===== src/logic/mag_status_pkg.sv =====
package mag_status_pkg;
  // Register indices; the printed offsets are not word multiples, byte address = 4 * index
  localparam logic [7:0] STATUS_IDX = 8'h32;
  localparam logic [7:0] X_HI_IDX = 8'h33;
  localparam logic [7:0] X_LO_IDX = 8'h34;
  localparam logic [7:0] Y_HI_IDX = 8'h35;
  localparam logic [7:0] Y_LO_IDX = 8'h36;
  localparam logic [7:0] Z_HI_IDX = 8'h37;
  localparam logic [7:0] Z_LO_IDX = 8'h38;
  localparam logic [7:0] IRQ_STAT_IDX = 8'h40;
  localparam logic [7:0] IRQ_MASK_IDX = 8'h41;
  localparam logic [7:0] STATUS_RESET = 8'h00;
  localparam logic [15:0] SAMPLE_RESET = 16'h0000;
  localparam logic [3:0] IRQ_RESET = 4'h0;
  // Status bit positions
  localparam int X_READY_BIT = 0;
  localparam int Y_READY_BIT = 1;
  localparam int Z_READY_BIT = 2;
  localparam int ALL_READY_BIT = 3;
  localparam int X_OVR_BIT = 4;
  localparam int Y_OVR_BIT = 5;
  localparam int Z_OVR_BIT = 6;
  localparam int ALL_OVR_BIT = 7;
  localparam int AXES = 3;
  // Interrupt event bits: new data per axis, any overrun
  localparam int IRQ_BITS = 4;
endpackage : mag_status_pkg


===== src/logic/mag_sample_store.sv =====
`timescale 1ns/10ps
// Holds one 16-bit sample per axis; read data registered
module mag_sample_store (
  input wire logic clk, // Clock
  input wire logic sys_rst, // Async reset, high
  input wire logic [2:0] wr_en, // Per-axis sample write
  input wire logic [47:0] wr_data, // Samples, X in low half-word
  input wire logic [1:0] rd_axis, // Axis to read
  input wire logic rd_hi, // High byte when set
  output logic [7:0] rd_data // Registered byte
);
  import mag_status_pkg::*;
  logic [15:0] mem_reg [AXES];
  logic [15:0] mem_next [AXES];
  logic [7:0] rd_data_next;

  always_comb begin
    for (int i = 0; i < AXES; i++) begin
      mem_next[i] = wr_en[i] ? wr_data[16*i +: 16] : mem_reg[i];
    end
    rd_data_next = 8'h00;
    if (rd_axis < 2'(AXES)) begin
      rd_data_next = rd_hi ? mem_reg[rd_axis][15:8] : mem_reg[rd_axis][7:0];
    end
  end

  always_ff @(posedge clk or posedge sys_rst) begin
    if (sys_rst) begin
      for (int i = 0; i < AXES; i++) begin
        mem_reg[i] <= SAMPLE_RESET;
      end
      rd_data <= 8'h00;
    end else begin
      mem_reg <= mem_next;
      rd_data <= rd_data_next;
    end
  end
endmodule : mag_sample_store


===== src/logic/mag_ready_status.sv =====
// Local design decisions: the APB register port and the register offsets.
`timescale 1ns/10ps
// Summary of operation
// x_overrun shows 1 if an unread X sample was overwritten, else 0.
// all_axes_ready goes 1 when a fresh X, Y and Z set exists.
// all_axes_ready clears only after all three high bytes are read.
// z_ready sets on each completed Z acquisition.
// Reading the Z high byte clears z_ready.
// y_ready sets on each completed Y acquisition.
// Reading the Y high byte clears y_ready.
// x_ready sets on each completed X acquisition.
// Reading the X high byte clears x_ready.
// x_overrun sets on new X before old X read; X high-byte read clears.
// all_axes_overrun sets on any overwrite; clears after all high bytes read.
// Each axis sample is 16-bit two's complement in high and low byte.
// Writes to the status register change nothing.
module mag_ready_status (
  input wire logic clk, // 200 MHz clock
  input wire logic sys_rst, // Async reset, high
  input wire logic psel, // APB select
  input wire logic penable, // APB enable
  input wire logic pwrite, // APB direction
  input wire logic [11:0] paddr, // APB byte address
  input wire logic [31:0] pwdata, // APB write data
  output logic [31:0] prdata, // APB read data
  output logic pready, // APB ready
  output logic pslverr, // APB error
  input wire logic [2:0] sample_done, // Per-axis acquisition done pulse, X bit 0
  input wire logic [47:0] sample_data, // New samples, X in [15:0]
  output logic [7:0] status_out, // Flag byte mirror
  output logic irq // Level interrupt
);
  import mag_status_pkg::*;

  ////////////////////////////////////////////////////////////////////////
  // Address decode
  function automatic logic hit(input logic [11:0] a, input logic [7:0] idx);
    return (a[1:0] == 2'h0) && (a[11:2] == {2'h0, idx});
  endfunction : hit

  logic access, setup, rd_x_hi, rd_y_hi, rd_z_hi, rd_stat, rd_irq;
  logic [2:0] hi_read;
  // Sample-byte access takes three cycles: data read path is registered in the store
  assign setup = psel && !penable;
  assign access = psel && penable && pready;
  assign rd_x_hi = access && !pwrite && hit(paddr, X_HI_IDX);
  assign rd_y_hi = access && !pwrite && hit(paddr, Y_HI_IDX);
  assign rd_z_hi = access && !pwrite && hit(paddr, Z_HI_IDX);
  assign rd_stat = access && !pwrite && hit(paddr, STATUS_IDX);
  assign rd_irq = access && !pwrite && hit(paddr, IRQ_STAT_IDX);
  assign hi_read = {rd_z_hi, rd_y_hi, rd_x_hi};

  ////////////////////////////////////////////////////////////////////////
  // Sample store
  // Address alone steers the store; its byte is ready one edge after setup
  logic [7:0] store_byte;
  logic [1:0] rd_axis;
  logic rd_hi;
  always_comb begin
    rd_axis = 2'h3;
    rd_hi = 1'b0;
    if (hit(paddr, X_HI_IDX) || hit(paddr, X_LO_IDX)) rd_axis = 2'h0;
    if (hit(paddr, Y_HI_IDX) || hit(paddr, Y_LO_IDX)) rd_axis = 2'h1;
    if (hit(paddr, Z_HI_IDX) || hit(paddr, Z_LO_IDX)) rd_axis = 2'h2;
    rd_hi = hit(paddr, X_HI_IDX) || hit(paddr, Y_HI_IDX) || hit(paddr, Z_HI_IDX);
  end

  mag_sample_store u_store (
    .clk(clk),
    .sys_rst(sys_rst),
    .wr_en(sample_done),
    .wr_data(sample_data),
    .rd_axis(rd_axis),
    .rd_hi(rd_hi),
    .rd_data(store_byte)
  );

  ////////////////////////////////////////////////////////////////////////
  // Flags
  logic [2:0] ready_reg, ready_next, ovr_reg, ovr_next;
  logic [2:0] set_seen_reg, set_seen_next, hi_pend_reg, hi_pend_next;
  logic all_ready_reg, all_ready_next, all_ovr_reg, all_ovr_next;
  logic [2:0] read_pend_reg, read_pend_next;
  logic [2:0] seen_now;

  always_comb begin
    // Ready: set wins over a same-cycle clear; overrun: the clear wins
    for (int i = 0; i < AXES; i++) begin
      ready_next[i] = (ready_reg[i] && !hi_read[i]) || sample_done[i];
      ovr_next[i] = (ovr_reg[i] && !hi_read[i]) || (sample_done[i] && ready_reg[i] && !hi_read[i]);
    end
    // Axes completed since the last full set
    seen_now = set_seen_reg | sample_done;
    set_seen_next = seen_now;
    // High bytes still unread for the current set
    read_pend_next = read_pend_reg & ~hi_read;
    all_ready_next = all_ready_reg;
    if (all_ready_reg && (read_pend_next == 3'h0)) all_ready_next = 1'b0;
    // A new set re-arms the read tracking, even while the flag is still up
    if (&seen_now) begin
      all_ready_next = 1'b1;
      read_pend_next = 3'h7;
      set_seen_next = 3'h0;
    end
    // Any axis overwrite re-arms all three pending reads
    hi_pend_next = hi_pend_reg & ~hi_read;
    all_ovr_next = all_ovr_reg;
    if (all_ovr_reg && (hi_pend_next == 3'h0)) all_ovr_next = 1'b0;
    if (|(sample_done & ready_reg & ~hi_read)) begin
      all_ovr_next = 1'b1;
      hi_pend_next = 3'h7;
    end
    // Writes never reach the flags
  end

  always_ff @(posedge clk or posedge sys_rst) begin
    if (sys_rst) begin
      ready_reg <= 3'h0;
      ovr_reg <= 3'h0;
      set_seen_reg <= 3'h0;
      hi_pend_reg <= 3'h0;
      read_pend_reg <= 3'h0;
      all_ready_reg <= 1'b0;
      all_ovr_reg <= 1'b0;
    end else begin
      ready_reg <= ready_next;
      ovr_reg <= ovr_next;
      set_seen_reg <= set_seen_next;
      hi_pend_reg <= hi_pend_next;
      read_pend_reg <= read_pend_next;
      all_ready_reg <= all_ready_next;
      all_ovr_reg <= all_ovr_next;
    end
  end

  logic [7:0] status_now;
  assign status_now = {all_ovr_reg, ovr_reg[2], ovr_reg[1], ovr_reg[0],
                       all_ready_reg, ready_reg[2], ready_reg[1], ready_reg[0]};

  ////////////////////////////////////////////////////////////////////////
  // Interrupts: new data per axis, any overrun
  logic [3:0] irq_stat_reg, irq_stat_next, irq_mask_reg, irq_mask_next;
  logic [3:0] irq_evt;
  assign irq_evt = {|(sample_done & ready_reg), sample_done};
  always_comb begin
    // Clear only the bits handed out, so an event after the setup edge survives
    irq_stat_next = (rd_irq ? (irq_stat_reg & ~prdata[3:0]) : irq_stat_reg) | irq_evt;
    irq_mask_next = irq_mask_reg;
    if (access && pwrite && hit(paddr, IRQ_MASK_IDX)) irq_mask_next = pwdata[3:0];
  end
  always_ff @(posedge clk or posedge sys_rst) begin
    if (sys_rst) begin
      irq_stat_reg <= IRQ_RESET;
      irq_mask_reg <= IRQ_RESET;
    end else begin
      irq_stat_reg <= irq_stat_next;
      irq_mask_reg <= irq_mask_next;
    end
  end

  ////////////////////////////////////////////////////////////////////////
  // APB answer
  logic known, data_sel;
  logic [31:0] prdata_next;
  logic pready_next, pslverr_next;
  logic wait_reg, wait_next;
  assign known = hit(paddr, STATUS_IDX) || (rd_axis != 2'h3) ||
                 hit(paddr, IRQ_STAT_IDX) || hit(paddr, IRQ_MASK_IDX);
  assign data_sel = rd_axis != 2'h3;
  always_comb begin
    // Sample bytes take one wait state: the store's registered byte lands a cycle late
    wait_next = setup && data_sel;
    pready_next = (setup && !data_sel) || wait_reg;
    pslverr_next = setup && !known;
    prdata_next = 32'h0000_0000;
    if (setup && !pwrite) begin
      if (hit(paddr, STATUS_IDX)) prdata_next = {24'h000000, status_now};
      if (hit(paddr, IRQ_STAT_IDX)) prdata_next = {28'h0000000, irq_stat_reg};
      if (hit(paddr, IRQ_MASK_IDX)) prdata_next = {28'h0000000, irq_mask_reg};
    end
    if (wait_reg && !pwrite) prdata_next = {24'h000000, store_byte};
  end
  always_ff @(posedge clk or posedge sys_rst) begin
    if (sys_rst) begin
      pready <= 1'b0;
      wait_reg <= 1'b0;
      pslverr <= 1'b0;
      prdata <= 32'h0000_0000;
      status_out <= STATUS_RESET;
      irq <= 1'b0;
    end else begin
      pready <= pready_next;
      pslverr <= pslverr_next;
      prdata <= prdata_next;
      wait_reg <= wait_next;
      status_out <= {all_ovr_next, ovr_next, all_ready_next, ready_next};
      irq <= |(irq_stat_next & irq_mask_next);
    end
  end

  // Events stick until an interrupt status read hands them out
  for (genvar g = 0; g < IRQ_BITS; g++) begin : g_irq_chk

  end
endmodule : mag_ready_status


===== config.mk =====
export PLATFORM = sky130hd
export DESIGN_NAME = mag_ready_status
export DESIGN_NICKNAME = d
export VERILOG_FILES = /design/src/logic/mag_status_pkg.sv /design/src/logic/mag_sample_store.sv /design/src/logic/mag_ready_status.sv
export SDC_FILE = /design/constraint.sdc
export NUM_CORES = 1
export LEC_CHECK = 0
export ABC_AREA = 1
export BUFFER_PORTS_ARGS = -buffer_cell sky130_fd_sc_hd__buf_2
export CAP_MARGIN = 15
export CORE_AREA = 2 2 95 97
export DETAILED_ROUTE_END_ITERATION = 8
export DIE_AREA = 0 0 97 99
export PLACE_DENSITY_LB_ADDON = 0.15
export SLEW_MARGIN = 10
export SYNTH_ARGS = -nofsm -noshare
export SYNTH_HDL_FRONTEND = slang
export SYNTH_SLANG_ARGS = --single-unit

===== constraint.sdc =====
create_clock -name clk -period 4.3 [get_ports clk]
set_input_delay 0.215 -clock clk [delete_from_list [all_inputs] [get_ports clk]]
set_output_delay 0.215 -clock clk [all_outputs]
set_load 0.1 [all_outputs]

==> results.tsv <==
metric	value	unit
CP dominant cell by count	nand3_1	
Seq/Total Area, Yosys	49.8	%
Final Cycle Share	41.0	%
r2r setup slk	2540	ps
Comb power frac	15.0	%
Util after Layout	62.0	%
count of cell types in the netlist	35	
clock root buffer	clkbuf_8	
Starting DRT DRC Count	190	
Vias/cell	4.94	
number of port buffers	90	
FF-to-FF End	hi_pend_reg[2]	
Inst Count DP	767	
setup TNS	0	ps
CTS resizes	0	
number of buffers created by CTS	9	
Routed WL per cell	13.0	um
RR Startpoint	pready	
Clock Latency Late Sink	360	ps
YS warnings	0	
Hold EP	wait_reg	
H-tree depth	3	
post-DP HPWL	7680	um
Antenna Cells	0	
overall power	1.85	mW
worst vdd ir	217	uV
Die Width	97	um
worst-path maximum fanout	7	
status	complete, no violations	
worst path required time	4550	ps
PD cells	350	nW/um2
Post-Syn Area per Cell	7.97	um2
routability cong.	0.909	
P_int	1.32	mW
Fin. Hold Viols	0	
Crit path buffers/inverters	0	
Post-Synthesis Cells	586	
max-cap viol count	0	
First-pass DRT Iterations	5	
crit path capture type	register	
Sw Ratio	29.0	%
Fillers	764	
Clk pin slew, worst setup/hold paths	90	ps
largest net degree at the start of global routing	55	
crit-path max cell delay	350	ps
Startpoint Class	register	
Die H	99	um
initial antenna violation count	0	
Psw	0.539	mW
CTS tree	built	
DIE AREA	9600	um2
Worst-Margin Slew	675	ps
CP max stage cell	dfrtp_1	
Reg2Reg Depth	7	
relative slew slack	55.0	%
Setup-failing EPs final	0	
Fmax achieved	567	MHz
CORE AREA	8550	um2
P_leak	2.88	nW
max FFs per register	48	
Non-Filler Instances	784	
first-pass GRT wire length	17200	um
pre-CTS setup slack	2190	ps
Hold Startpoint	penable	
post-CTS setup buffers	0	
Initial Util	54.6	%
Crit path arrival time	2010	ps
share of layout cells above drive strength 1	21.2	%
Hold WC Path Type	input pin to register	
I/O pin count	143	
final wirelength	10200	um
Tot GR Track Use	22.4	%
Post-Syn Area	4670	um2
critical setup path kind	register to register	
vias in the first global route	3804	
CP cell instances	nand3_1, nor2_2, nand4_1, nand3_1, o21ai_1, a21oi_2, nand2_1	
post-route minimum period	1760	ps
nets@finish	771	
CTS Hold Bufs	1	
hold depth	2	
antenna-violating nets left	0	
Vias	3871	
Seq pwr share	50.5	%
FP Rows	34	
CTS max path bufs	2	
Clock power frac	34.4	%
crit-path leading delay family	simple AND/OR/NAND/NOR gates	
clock sink count	93	
gr ovfl total	0	
Layout area overhead	13.5	%
RSZ-0062 raised after global routing	no	
Residual DRC	0	
PnR worst setup slack	2540	ps
Seq cells post-synth	93	
skew final	7.55	ps
Slew Limit Fails	0	
==> cell type report <==
class	instances	area, um2	share of cell area [%]
inverter	84	322	6.06
clock inverter	5	83.8	1.58
tap	108	135	2.55
clock buffer	11	131	2.48
timing repair buffer	92	468	8.82
sequential	93	2330	43.9
multi-input combinational	391	1840	34.6
==> how the worst max path moves through the flow <==
stage	from	endpoint	slack, ps	depth (start not counted)
6_report	pready	hi_pend_reg[2]	2540	7
5_1_grt	paddr[1]	u_store.rd_data[0]	2410	13
4_1_cts	pready	hi_pend_reg[2]	2570	7
3_5_place_dp	paddr[9]	u_store.rd_data[3]	2190	13
2_1_floorplan	sys_rst	all_ovr_reg	1660	1
3_3_place_gp	paddr[1]	u_store.rd_data[1]	2230	13
==> worst reg2reg max path, cell delays in order (launching register included) <==
cell	delay [ps]
dfrtp_1	350
nand3_1	130
nor2_2	340
nand4_1	330
nand3_1	150
o21ai_1	80
a21oi_2	190
nand2_1	80
==> logic make-up after synthesis <==
family	synth area share (%)
other	0.0803
and+or+nand+nor	29.8
AOI/OAI and AO/OA	7.55
DFF	49.8
buffers and inverters	12.7
==> layout by cell type, fill, tap and decap left out, types with 2 or more instances in the layout <==
| cell | instances |
|---|---|
| a21oi_1 | 2 |
| buf_2 | 90 |
| bufinv_16 | 2 |
| clkbuf_1 | 2 |
| clkbuf_8 | 9 |
| clkinvlp_4 | 2 |
| conb_1 | 24 |
| dfrtp_1 | 93 |
| inv_1 | 72 |
| inv_2 | 8 |
| inv_4 | 2 |
| nand2_1 | 197 |
| nand2_2 | 7 |
| nand3_1 | 54 |
| nand3_2 | 4 |
| nand4_1 | 4 |
| nor2_1 | 21 |
| nor2_2 | 4 |
| nor2_4 | 2 |
| nor3_1 | 2 |
| o211ai_1 | 11 |
| o21ai_0 | 42 |
| o21ai_1 | 5 |
==> layer usage <==
layer,GRT usage [%],vias to the layer above,share of wire [%]
met5,0,-,0
met4,8.13,0,2.7
met3,4.47,19,5.2
met2,38.4,114,48
met1,28.3,1791,44
li1,-,1947,-
==> through the flow <==
step / hold slack (ps) / instance area, um2
after global placement: 323 / 5080
after floorplan: 278 / 4760
after CTS: 28.1 / 5300
final: 38.0 / 5300
after detailed placement: 327 / 5080
after global routing: 33.2 / 5300
==> cells in the mapped netlist, drive strengths merged <==
cell type | number | area (um2)
nand3 | 59 | 328
nor3b | 1 | 18.8
o211ai | 11 | 82.6
or2 | 1 | 6.26
buf | 31 | 238
inv | 83 | 317
o21a | 1 | 7.51
a21oi | 3 | 18.8
clkbuf | 10 | 37.5
conb | 1 | 3.75
nor3 | 4 | 36.3
nor4 | 1 | 21.3
nand2 | 205 | 803
nand4 | 4 | 25.0
nor2 | 28 | 146
nand3b | 1 | 7.51
o21ai | 48 | 244
clkinv | 1 | 3.75
dfrtp | 93 | 2330
==> power groups by stage <==
| stage | Combinational [mW] | Sequential [mW] | Clock [mW] |
|---|---|---|---|
| floorplan | 0.222 | 0.958 | 0 |
| global placement | 0.273 | 0.953 | 0 |
| detailed placement | 0.279 | 0.955 | 0 |
| CTS | 0.281 | 0.937 | 0.647 |
| global route | 0.307 | 0.942 | 0.680 |
| finish | 0.279 | 0.937 | 0.639 |
Note: power is estimated with default switching activity, not from simulation.
